## config.mk

```make
export PLATFORM = sky130hd
export DESIGN_NAME = windowed_watchdog_timer
export DESIGN_NICKNAME = d
export VERILOG_FILES = /design/src/hw/wdog_pkg.sv /design/src/hw/windowed_watchdog_timer.sv
export SDC_FILE = /design/constraint.sdc
export NUM_CORES = 1
export LEC_CHECK = 0
export ABC_AREA = 0
export BUFFER_PORTS_ARGS = -buffer_cell sky130_fd_sc_hd__buf_2
export CAP_MARGIN = 10
export CORE_MARGIN = 3
export CORE_UTILIZATION = 48
export CTS_BUF_LIST = sky130_fd_sc_hd__clkbuf_8 sky130_fd_sc_hd__clkbuf_16
export DETAILED_ROUTE_END_ITERATION = 12
export GPL_TIMING_DRIVEN = 0
export HOLD_SLACK_MARGIN = 0.02
export PLACE_DENSITY = 0.72
export SLEW_MARGIN = 0
export SYNTH_ARGS = -nofsm -noshare
export SYNTH_HDL_FRONTEND = slang
export SYNTH_SLANG_ARGS = --single-unit
```

## constraint.sdc

```tcl
create_clock -name sys_clk -period 6.54 [get_ports sys_clk]
set_clock_uncertainty 0.15 [all_clocks]
set_input_delay 0.327 -clock sys_clk [delete_from_list [all_inputs] [get_ports sys_clk]]
set_output_delay 0.327 -clock sys_clk [all_outputs]
set_load 0.005 [all_outputs]
```

## src/hw/wdog_pkg.sv

```systemverilog
// ****************************************************************
// shared constants and types for the windowed watchdog
// ****************************************************************
package wdog_pkg;

    // ************************************************************
    // register indices; byte address is four times the index
    // ************************************************************
    localparam logic [5:0] IDX_CONTROL     = 6'h08;  // watchdog_control
    localparam logic [5:0] IDX_TEST_BYPASS = 6'h09;  // factory_test_bypass
    localparam logic [5:0] IDX_TEST_CTRL   = 6'h0a;  // factory_test_control
    localparam logic [5:0] IDX_SERVICE     = 6'h0b;  // watchdog_service
    localparam logic [5:0] IDX_IRQ_STATUS  = 6'h0c;  // sticky event flags
    localparam logic [5:0] IDX_IRQ_MASK    = 6'h0d;  // event enables

    // ************************************************************
    // control field layout
    // ************************************************************
    localparam int         CTL_WINDOW_BIT = 7;       // window_mode_bit
    localparam int         CTL_DBG_BIT    = 6;       // debug_stop_bit
    localparam int         CTL_RATE_HI    = 2;       // timeout_rate_field msb
    localparam logic [2:0] RATE_OFF       = 3'h0;    // watchdog disabled

    // ************************************************************
    // service keys and reset values
    // ************************************************************
    localparam logic [7:0] KEY_FIRST      = 8'h55;
    localparam logic [7:0] KEY_SECOND     = 8'haa;
    localparam logic [7:0] TEST_BYP_RST   = 8'h00;   // reads in user mode
    localparam logic [7:0] TEST_CTL_RST   = 8'h80;   // reads in user mode

    // ************************************************************
    // time-out exponents per rate code (cycles = 2**exp)
    // ************************************************************
    localparam logic [4:0] EXP_R1 = 5'h0e;           // 2^14
    localparam logic [4:0] EXP_R2 = 5'h10;           // 2^16
    localparam logic [4:0] EXP_R3 = 5'h12;           // 2^18
    localparam logic [4:0] EXP_R4 = 5'h14;           // 2^20
    localparam logic [4:0] EXP_R5 = 5'h16;           // 2^22
    localparam logic [4:0] EXP_R6 = 5'h17;           // 2^23
    localparam logic [4:0] EXP_R7 = 5'h18;           // 2^24
    localparam int         CNT_W  = 25;              // counter width

    // ************************************************************
    // interrupt event bits
    // ************************************************************
    localparam int EV_SERVICED = 0;                  // service sequence done
    localparam int EV_WINDOW   = 1;                  // window opened
    localparam int EV_BADWRITE = 2;                  // bad or early service
    localparam int EV_TIMEOUT  = 3;                  // period expired
    localparam int EV_N        = 4;

    // ************************************************************
    // bus constants
    // ************************************************************
    localparam logic [1:0] HTRANS_NONSEQ = 2'h2;
    localparam logic [7:0] UPPER_ZERO    = 8'h00;    // compare for haddr[31:24]

    // ahb-lite request bundle from the master
    typedef struct packed {
        logic        hsel;
        logic [31:0] haddr;
        logic [1:0]  htrans;
        logic        hwrite;
        logic [2:0]  hsize;
        logic [31:0] hwdata;
        logic        hready;
    } ahb_req_type;

endpackage : wdog_pkg

```

## src/hw/windowed_watchdog_timer.sv

```systemverilog
`timescale 1ns/100ps
module windowed_watchdog_timer
    import wdog_pkg::*;
(
    input  wire logic        sys_clk,        // oscillator_clock
    input  wire logic        resetn,         // system reset, active low
    input  wire ahb_req_type ahb_req,        // ahb-lite master side
    output logic             hreadyout,      // low in reset, then always ready
    output logic             hresp,          // always okay
    output logic [31:0]      hrdata,         // registered read data
    input  wire logic        special_mode,   // special operating mode
    input  wire logic        debug_mode,     // debug_mode active
    output logic             wdog_reset_req, // system reset request
    output logic             irq             // level interrupt
);

    // ************************************************************
    // bus address phase capture
    // ************************************************************
    logic       ap_valid;                    // transfer accepted now
    logic [5:0] ap_idx;                      // word index of access
    logic       ap_mapped;                   // address inside window
    logic       dp_wr_q;                     // data phase is a write
    logic [5:0] dp_idx_q;                    // index held for data phase
    logic [7:0] wdata;                       // low byte of write data

    assign ap_valid  = ahb_req.hsel && ahb_req.hready && (ahb_req.htrans == HTRANS_NONSEQ);
    assign ap_idx    = ahb_req.haddr[7:2];
    assign ap_mapped = (ahb_req.haddr[31:24] == UPPER_ZERO) && (ahb_req.haddr[23:8] == 16'h0000);
    assign wdata     = ahb_req.hwdata[7:0];

    // latch write address for the data phase
    always_ff @(posedge sys_clk or negedge resetn) begin
        if (!resetn) begin
            dp_wr_q  <= 1'b0;
            dp_idx_q <= 6'h00;
        end else begin
            dp_wr_q  <= ap_valid && ahb_req.hwrite && ap_mapped;
            dp_idx_q <= ap_idx;
        end
    end

    // data-phase write strobes per register
    logic wr_ctl, wr_byp, wr_tctl, wr_svc, wr_sts, wr_msk;
    assign wr_ctl  = dp_wr_q && (dp_idx_q == IDX_CONTROL);
    assign wr_byp  = dp_wr_q && (dp_idx_q == IDX_TEST_BYPASS);
    assign wr_tctl = dp_wr_q && (dp_idx_q == IDX_TEST_CTRL);
    assign wr_svc  = dp_wr_q && (dp_idx_q == IDX_SERVICE);
    assign wr_sts  = dp_wr_q && (dp_idx_q == IDX_IRQ_STATUS);
    assign wr_msk  = dp_wr_q && (dp_idx_q == IDX_IRQ_MASK);

    // ************************************************************
    // control register
    // ************************************************************
    logic       window_q;                    // window_mode_bit
    logic       dbg_stop_q;                  // debug_stop_bit
    logic [2:0] rate_q;                      // timeout_rate_field
    logic       ctl_done_q;                  // window/rate written once
    logic       dbg_done_q;                  // debug bit written once
    logic       ctl_open;                    // window/rate writable now

    assign ctl_open = special_mode || !ctl_done_q;

    // write-once handling of the debug bit, and of window/rate outside special mode
    always_ff @(posedge sys_clk or negedge resetn) begin
        if (!resetn) begin
            window_q   <= 1'b0;
            dbg_stop_q <= 1'b0;
            rate_q     <= RATE_OFF;
            ctl_done_q <= 1'b0;
            dbg_done_q <= 1'b0;
        end else if (wr_ctl) begin
            ctl_done_q <= 1'b1;
            dbg_done_q <= 1'b1;
            if (ctl_open) begin
                window_q <= ahb_req.hwdata[CTL_WINDOW_BIT];
                rate_q   <= ahb_req.hwdata[CTL_RATE_HI:0];
            end
            if (!dbg_done_q) begin
                dbg_stop_q <= ahb_req.hwdata[CTL_DBG_BIT];
            end
        end
    end

    // a nonzero rate written while writable starts a fresh period
    logic rate_start;
    assign rate_start = wr_ctl && ctl_open && (ahb_req.hwdata[CTL_RATE_HI:0] != RATE_OFF);

    // ************************************************************
    // factory test stubs
    // ************************************************************
    logic [7:0] test_byp_q;                  // factory_test_bypass
    logic [7:0] test_ctl_q;                  // factory_test_control

    // writes only land in special mode
    always_ff @(posedge sys_clk or negedge resetn) begin
        if (!resetn) begin
            test_byp_q <= TEST_BYP_RST;
            test_ctl_q <= TEST_CTL_RST;
        end else begin
            if (wr_byp && special_mode) begin
                test_byp_q <= wdata;
            end
            if (wr_tctl && special_mode) begin
                test_ctl_q <= wdata;
            end
        end
    end

    // ************************************************************
    // period decode
    // ************************************************************
    logic             enabled;               // rate nonzero
    logic             frozen;                // debug freeze active
    logic [4:0]       exp_sel;               // period exponent
    logic [CNT_W-1:0] period;                // cycles per period
    logic [CNT_W-1:0] last_cnt;              // final count of period
    logic [CNT_W-1:0] win_start;             // first count in window

    assign enabled = (rate_q != RATE_OFF);
    assign frozen  = dbg_stop_q && debug_mode;

    // rate code to exponent
    always_comb begin
        unique case (rate_q)
            3'h1:    exp_sel = EXP_R1;
            3'h2:    exp_sel = EXP_R2;
            3'h3:    exp_sel = EXP_R3;
            3'h4:    exp_sel = EXP_R4;
            3'h5:    exp_sel = EXP_R5;
            3'h6:    exp_sel = EXP_R6;
            3'h7:    exp_sel = EXP_R7;
            default: exp_sel = EXP_R7;
        endcase
    end

    assign period    = {{(CNT_W-1){1'b0}}, 1'b1} << exp_sel;
    assign last_cnt  = period - {{(CNT_W-1){1'b0}}, 1'b1};
    assign win_start = period - (period >> 2);

    // ************************************************************
    // counter and service sequence
    // ************************************************************
    logic [CNT_W-1:0] cnt_q;                 // cycles since restart
    logic             armed_q;               // first key seen
    logic             win_open;              // last quarter reached
    logic             expire;                // final cycle counted
    logic             svc_live;              // service write counts
    logic             svc_bad;               // illegal service write
    logic             svc_done;              // sequence completed

    assign win_open = (cnt_q >= win_start);
    assign expire   = enabled && !frozen && (cnt_q == last_cnt);
    assign svc_live = wr_svc && enabled;
    assign svc_bad  = svc_live && (((wdata != KEY_FIRST) && (wdata != KEY_SECOND))
                      || (window_q && !win_open));
    assign svc_done = svc_live && !svc_bad && (wdata == KEY_SECOND) && armed_q;

    // counter restarts on service, timeout, or new rate
    always_ff @(posedge sys_clk or negedge resetn) begin
        if (!resetn) begin
            cnt_q <= '0;
        end else if (!enabled || rate_start || svc_done || expire || svc_bad) begin
            cnt_q <= '0;
        end else if (!frozen) begin
            cnt_q <= cnt_q + {{(CNT_W-1){1'b0}}, 1'b1};
        end
    end

    // key sequence tracker; repeats of either key are harmless outside window mode
    always_ff @(posedge sys_clk or negedge resetn) begin
        if (!resetn) begin
            armed_q <= 1'b0;
        end else if (!enabled || svc_bad || svc_done || rate_start || expire) begin
            armed_q <= 1'b0;
        end else if (svc_live && (wdata == KEY_FIRST)) begin
            armed_q <= 1'b1;
        end
    end

    // system reset request, one cycle wide
    always_ff @(posedge sys_clk or negedge resetn) begin
        if (!resetn) begin
            wdog_reset_req <= 1'b0;
        end else begin
            wdog_reset_req <= expire || svc_bad;
        end
    end

    // ************************************************************
    // interrupt status and mask
    // ************************************************************
    logic [EV_N-1:0] ev;                     // event pulses
    logic [EV_N-1:0] sts_q;                  // sticky status
    logic [EV_N-1:0] msk_q;                  // interrupt enables
    logic            win_open_q;             // delayed window flag

    // window edge detect
    always_ff @(posedge sys_clk or negedge resetn) begin
        if (!resetn) begin
            win_open_q <= 1'b0;
        end else begin
            win_open_q <= win_open && enabled;
        end
    end

    assign ev[EV_SERVICED] = svc_done;
    assign ev[EV_WINDOW]   = win_open && enabled && !win_open_q;
    assign ev[EV_BADWRITE] = svc_bad;
    assign ev[EV_TIMEOUT]  = expire;

    // per bit: set wins over write-one-to-clear
    for (genvar i = 0; i < EV_N; i++) begin : g_sts
        always_ff @(posedge sys_clk or negedge resetn) begin
            if (!resetn) begin
                sts_q[i] <= 1'b0;
            end else if (ev[i]) begin
                sts_q[i] <= 1'b1;
            end else if (wr_sts && ahb_req.hwdata[i]) begin
                sts_q[i] <= 1'b0;
            end
        end
    end

    // mask register and interrupt line
    always_ff @(posedge sys_clk or negedge resetn) begin
        if (!resetn) begin
            msk_q <= '0;
            irq   <= 1'b0;
        end else begin
            if (wr_msk) begin
                msk_q <= ahb_req.hwdata[EV_N-1:0];
            end
            irq <= |(sts_q & msk_q);
        end
    end

    // ************************************************************
    // read path and bus response
    // ************************************************************
    logic [31:0] rd_mux;                     // selected read value

    // read decode, unmapped reads give zero
    always_comb begin
        rd_mux = 32'h0000_0000;
        if (ap_mapped) begin
            unique case (ap_idx)
                IDX_CONTROL:     rd_mux = {24'h000000, window_q, dbg_stop_q, 3'h0, rate_q};
                IDX_TEST_BYPASS: rd_mux = {24'h000000, special_mode ? test_byp_q : TEST_BYP_RST};
                IDX_TEST_CTRL:   rd_mux = {24'h000000, special_mode ? test_ctl_q : TEST_CTL_RST};
                IDX_SERVICE:     rd_mux = 32'h0000_0000;
                IDX_IRQ_STATUS:  rd_mux = {28'h0000000, sts_q};
                IDX_IRQ_MASK:    rd_mux = {28'h0000000, msk_q};
                default:         rd_mux = 32'h0000_0000;
            endcase
        end
    end

    // read data registered at the address phase edge
    always_ff @(posedge sys_clk or negedge resetn) begin
        if (!resetn) begin
            hrdata    <= 32'h0000_0000;
            hreadyout <= 1'b0;
            hresp     <= 1'b0;
        end else begin
            hreadyout <= 1'b1;
            hresp     <= 1'b0;
            if (ap_valid && !ahb_req.hwrite) begin
                hrdata <= rd_mux;
            end
        end
    end
endmodule : windowed_watchdog_timer

```

# After elaboration in Yosys (flattened, before gate mapping)

Cells that the tools add are included.

Add/sub/neg operators: 3
Magnitude comparators: 1
Equality and inequality tests: 24
Shift-type cells: 1
Muxes and demuxes: 17
Bitwise logic cells: 2
Reductions and logical operators: 63

Operators by type and width:

| cell                                                                  | number |
|---|---|
| 6-bit by 4-bit == test with 1-bit output (second input constant)      | 11 |
| 25-bit 2-to-1 mux                                                     | 2 |
| 8-bit case mux with 5 select lines                                    | 1 |
| 1-bit logical AND                                                     | 33 |
| 5-bit case mux with 6 select lines                                    | 1 |
| 25-bit by 1-bit adder with 25-bit output (second input constant)      | 1 |
| 25-bit == test                                                        | 1 |
| 25-bit >= comparator                                                  | 1 |
| 1-bit by 5-bit left shift with 25-bit output (first input constant)   | 1 |
| 25-bit by 1-bit subtractor with 25-bit output (second input constant) | 1 |
| 25-bit by 23-bit subtractor with 25-bit output                        | 1 |
| 8-bit 2-to-1 mux                                                      | 3 |
| 16-bit zero test                                                      | 1 |
| 1-bit logical OR                                                      | 11 |
| 1-bit 2-to-1 mux                                                      | 10 |
| 2-bit nonzero test                                                    | 5 |
| 3-bit == test (second input constant)                                 | 3 |
| 8-bit by 7-bit == test with 1-bit output (second input constant)      | 1 |
| 8-bit == test (second input constant)                                 | 1 |
| 8-bit zero test                                                       | 1 |
| 8-bit by 7-bit != test with 1-bit output (second input constant)      | 1 |
| 8-bit != test (second input constant)                                 | 1 |
| 1-bit zero test                                                       | 7 |
| 3-bit by 2-bit == test with 1-bit output (second input constant)      | 2 |
| 8 further kinds                                                       | 10 |

Register bits after elaboration: 99
Bits of input ports: 76
Output and inout bits: 36
Logic and storage cells: 131

# Logic depth before layout (Yosys ltp)

Depth in word-level cells: 17
Mapped depth: 22
Gate-level depth less buffers: 18

# Worst setup path before layout

OpenSTA, ideal clock, no wires.

Path type: register -> register
Start: register rate_q[2]
End: register cnt_q[14]
Setup time: 0.069 ns
Arrival time: 4.368 ns
Required time: 6.321 ns
Setup slack: 1.953 ns
Cell stages (with the launch flop): 19
Buffers on the path: 5
Period minus slack after synthesis: 4.587 ns
Cells stage by stage: dfrtp_1 -> buf_2 -> buf_1 -> clkbuf_1 -> nor3_1 -> ha_1 -> nand2_1 -> or4_1 -> a2111oi_0 -> or2_2 -> ha_1 -> nand4_1 -> or4_4 -> o2111ai_4 -> a21boi_2 -> or3b_1 -> buf_6 -> buf_12 -> nor2_2

Longest elaborated chain between the ends: 17
Elaborated cells on any way between the ends: 31
Those cells by class: 2 x add/sub; 1 x order compare; 8 x eq/ne; 1 x shift; 2 x mux; 17 x reduce/logical

Ends and longest elaborated chain:

| element                                                                                 | line                           | text |
|---|---|---|
| from (decl)                                                                             | windowed_watchdog_timer.sv:57  | `logic [2:0] rate_q;` |
| from (signal assigned)                                                                  | windowed_watchdog_timer.sv:77  | `rate_q <= ahb_req.hwdata[CTL_RATE_HI:0];` |
| 3-bit == test, or another cell as far along                                             | windowed_watchdog_timer.sv:125 | `unique case (rate_q)` |
| 5-bit case mux with 6 select lines                                                      | windowed_watchdog_timer.sv:125 |  |
| 1-bit by 5-bit left shift with 25-bit output                                            | windowed_watchdog_timer.sv:137 | `assign period = {{(CNT_W-1){1'b0}}, 1'b1} << exp_sel;` |
| 25-bit by 23-bit subtractor with 25-bit output                                          | windowed_watchdog_timer.sv:139 | `assign win_start = period - (period >> 2);` |
| 25-bit >= comparator                                                                    | windowed_watchdog_timer.sv:152 | `assign win_open = (cnt_q >= win_start);` |
| 1-bit zero test                                                                         | windowed_watchdog_timer.sv:156 | `\|\| (window_q && !win_open));` |
| 1-bit logical AND                                                                       | windowed_watchdog_timer.sv:156 |  |
| 1-bit logical OR                                                                        | windowed_watchdog_timer.sv:156 |  |
| 1-bit logical AND                                                                       | windowed_watchdog_timer.sv:155 | `assign svc_bad = svc_live && (((wdata != KEY_FIRST) && (wdata != KEY_SECOND))` |
| 1-bit zero test                                                                         | windowed_watchdog_timer.sv:157 | `assign svc_done = svc_live && !svc_bad && (wdata == KEY_SECOND) && armed_q;` |
| 1-bit logical AND (3 in series)                                                         | windowed_watchdog_timer.sv:157 |  |
| 1-bit logical OR (2 in series)                                                          | windowed_watchdog_timer.sv:163 | `end else if (!enabled \|\| rate_start \|\| svc_done \|\| expire \|\| svc_bad) begin` |
| 1-bit logical OR *                                                                      | windowed_watchdog_timer.sv:163 |  |
| 2-bit by 1-bit != test with 1-bit output (no line) or 25-bit 2-to-1 mux (tied branches) | -                              |  |
| to (signal assigned)                                                                    | windowed_watchdog_timer.sv:166 | `cnt_q <= cnt_q + {{(CNT_W-1){1'b0}}, 1'b1};` |
| to (decl)                                                                               | windowed_watchdog_timer.sv:144 | `logic [CNT_W-1:0] cnt_q;` |

Mark *: on every way between the ends. The rest lies on a longest branch, timed or not.
A chain may end at the register's enable or synchronous reset.

# Final worst setup path

Ends and elaborated chain as after synthesis.

==> results.txt <==
Outcome -> finished clean
P&R area growth vs syn -> 18.90%
Worst-Margin Slew -> 1.048 ns
Nets@finish -> 837
Fmax -> 182.4 MHz
Worst Hold Class -> in2reg
Final period util -> 83.84%
Final Hold Fails -> 0
CTS buffer count -> 9
Seq cells post-synth -> 75
Post-Route WL -> 13,250 um
# diodes -> 0
Fraction of layout cells with a size suffix above 1 -> 23.20%
Longest Clk Path Bufs -> 2
WP data arrival -> 5.61 ns
Post-synth EDFFs -> 0
Vias per cell -> 5.538
Post-synthesis cell count -> 589
Io pins -> 112
Post-Syn Area -> 5502 um^2
Crit path cell chain -> buf_2 > nor3b_2 > inv_1 > ha_1 > o21a_1 > o21ai_0 > nand2b_1 > o21ai_1 > o22a_1 > nor4_1 > o311a_1 > ha_1 > nand4_1 > or4_4 > o2111ai_4 > a21boi_2 > or3b_1 > buf_6 > buf_12 > nor2_2
Slowest stage delay, CP -> 0.59 ns
WL per Instance -> 15.34 um
Reg clk slew, reported paths -> 0.06 ns
Remaining DRCs -> 0
Leakage power -> 3.105 nW
Yosys warns -> 0
Top cells by area, synth -> dfrtp_1 34%, ha_1 9.6%, mux2_2 5.1%, xor2_1 3.5%, buf_4 3.4%
Avg Cell Area, Syn -> 9.340 um^2
Initial Util -> 49.88%
Global placer's final weighted congestion -> 0.8920
Critical Path Fanout Max -> 10
Top cell type's share of synthesized area -> 33.66%
Worst Path Buf+Inv -> 4
Final slew viol count -> 0
Via count -> 4,785
Setup slack, reg-to-reg -> 1.06 ns
Vias in the first global route -> 4,697
Hold-fix buffers, CTS -> 7
Required @ worst endpoint -> 6.66 ns
Drt first pass iters -> 5
Core ar. -> 11,030 um^2
Power Total -> 0.001225 W
FP Rows -> 38
Sequential share of the synthesized area -> 34.14%
Setup violations, final -> 0
Post-DP HPWL -> 10,190 um
PostCTS Resize Cnt -> 0
Die area -> 12,780 um^2
Detailed Route Iter0 Violations -> 286
Antenna violation net count after detailed routing -> 0
Final setup TNS -> 0 ns
Cell variety after synth -> 78
Pwr Density -> 187.3 nW/um^2
Largest net degree at the start of global routing -> 54
Worst path slowest cell -> or4_4
RSZ-0062 raised after global routing -> false
Worst-Skew Late Latency -> 0.34 ns
Overflow left after global routing -> 0
Die X -> 113.1 um
H-tree depth -> 3
CTS root buffer -> clkbuf_16
Die Y -> 113.1 um
Family with the most delay on the worst path -> simple AND/OR/NAND/NOR gates
# clock sinks -> 75
Initial antenna violation count -> 1
Peak VDD IR -> 0.0001825 V
Max_cap viols -> 0
First-pass GRT wire length -> 22,290 um
Synth Flop Type -> dfrtp_1
Post-CTS setup buffer count -> 0
Slew headroom -> 29.49%
Ys async rst share -> 100.0%
Crit start category -> flip-flop
Most frequent CP cell -> ha_1
Post-synth top area cell -> dfrtp_1
IO Port Bufs -> 56
Kind of critical path -> reg2reg
Crit path capture type -> flip-flop
CTS tree -> done
Min Clock Period, post-route -> 5.483 ns
Global-route usage over all layers -> 21.43%
## area by class of cell
class,instances,area [um^2]
sequential,75,1878
clock buffer,9,225.2
fill,966,4489
multi-input combinational,503,3443
buffer,43,300.3
inverter,23,86.33
clock inverter,7,52.55
timing repair buffer,64,380.4
tap,140,175.2
## cells in the mapped netlist (3+ instances only)
| library cell | n |
|---|---|
| a21boi_0 | 4 |
| a21o_1 | 4 |
| a21oi_1 | 25 |
| a22o_1 | 10 |
| a22oi_1 | 9 |
| and3_1 | 5 |
| buf_2 | 4 |
| buf_4 | 25 |
| clkbuf_1 | 9 |
| dfrtp_1 | 74 |
| ha_1 | 42 |
| inv_1 | 22 |
| mux2_2 | 25 |
| mux2i_1 | 5 |
| nand2_1 | 48 |
| nand2b_1 | 8 |
| nand3_1 | 16 |
| nand4_1 | 14 |
| nor2_1 | 36 |
| nor2_2 | 19 |
| nor2b_1 | 6 |
| nor3_1 | 13 |
| nor3b_1 | 5 |
| nor4_1 | 11 |
| o211ai_1 | 4 |
| o21a_1 | 4 |
| o21ai_0 | 29 |
| o221ai_1 | 4 |
| o311ai_0 | 3 |
| or2_2 | 3 |
| xnor2_1 | 19 |
| xor2_1 | 22 |
## tightest hold or removal path: cells and delay by family
kind / cells / cell delay (ns)
AND/OR/NAND/NOR: 1 / 0.05
buffers and inverters: 2 / 0.16
## metrics by stage
stage | worst slack [ns] | hold slack (ns) | std cells | cell area (um^2) | util (%)
finish | 1.057 | 0.07798 | 864 | 6541 | 59.30
floorplan | 1.953 | -0.1186 | 644 | 5708 | -
global route | 0.6530 | 0.07805 | 864 | 6541 | 59.30
global placement | 1.121 | 0.3081 | 840 | 6163 | 55.88
detailed placement | 1.166 | 0.09504 | 841 | 6193 | 56.15
CTS | 1.133 | 0.06513 | 864 | 6541 | 59.30
## state kept, by name, indices dropped and copies added, names as in the netlist
signal,cells
armed_q,1
cnt_q,25
dbg_done_q,1
dbg_stop_q,1
dp_idx_q,6
dp_wr_q,1
hrdata,8
hreadyout,1
irq,1
msk_q,4
rate_q,3
sts_q,4
test_byp_q,8
test_ctl_q,8
wdog_reset_req,1
win_open_q,1
window_q,1
## cell families (layout without fill, tap and decap cells)
kind of cell,count (synthesis),in the layout,synth area share [%]
AO/OA/AOI/OAI,122,122,15.28
XOR/XNOR,41,41,6.527
adder cells (fa/ha/maj),42,42,9.552
buffers and inverters,66,146,7.028
flip-flops,75,75,34.14
multiplexers,30,30,6.027
other,2,57,0.1365
AND/OR/NAND/NOR,211,211,21.31
## where the power goes
group	internal, W	total [W]	switching [W]
clock network	0.000259	0.000460	0.000201
logic	0.000112	0.000260	0.000148
registers	0.000481	0.000505	0.0000243
## path summary, 6_finish.rpt
check | start | to | cells past startpoint
hold / removal | ahb_req[36] | dp_wr_q | 3
min in group asynchronous | resetn | test_ctl_q[2] | 2
max in group asynchronous | resetn | test_ctl_q[7] | 3
setup reg to reg | rate_q[2] | cnt_q[14] | 20
setup / recovery | rate_q[2] | cnt_q[14] | 20
hold reg to reg | dbg_done_q | dbg_done_q | 1
## layout by cell type, fill, tap and decap left out, drive strengths merged, types with 7 or more instances in the layout
cell type    count
a21oi           25
a22o            10
a22oi            9
buf             91
clkbuf          18
conb            57
dfrtp           74
dlygate4sd3      7
ha              42
inv             25
mux2            25
nand2           48
nand2b           8
nand3           16
nand4           14
nor2            56
nor3            13
nor4            14
o21ai           31
xnor2           19
xor2            22
## per-layer routing
metal	share of wire, %	track usage [%]
met5	0.060	0
met4	2.2	6.811
met3	6.2	3.797
met2	49	35.94
met1	43	28.21
(Power assumes the default switching activity.)
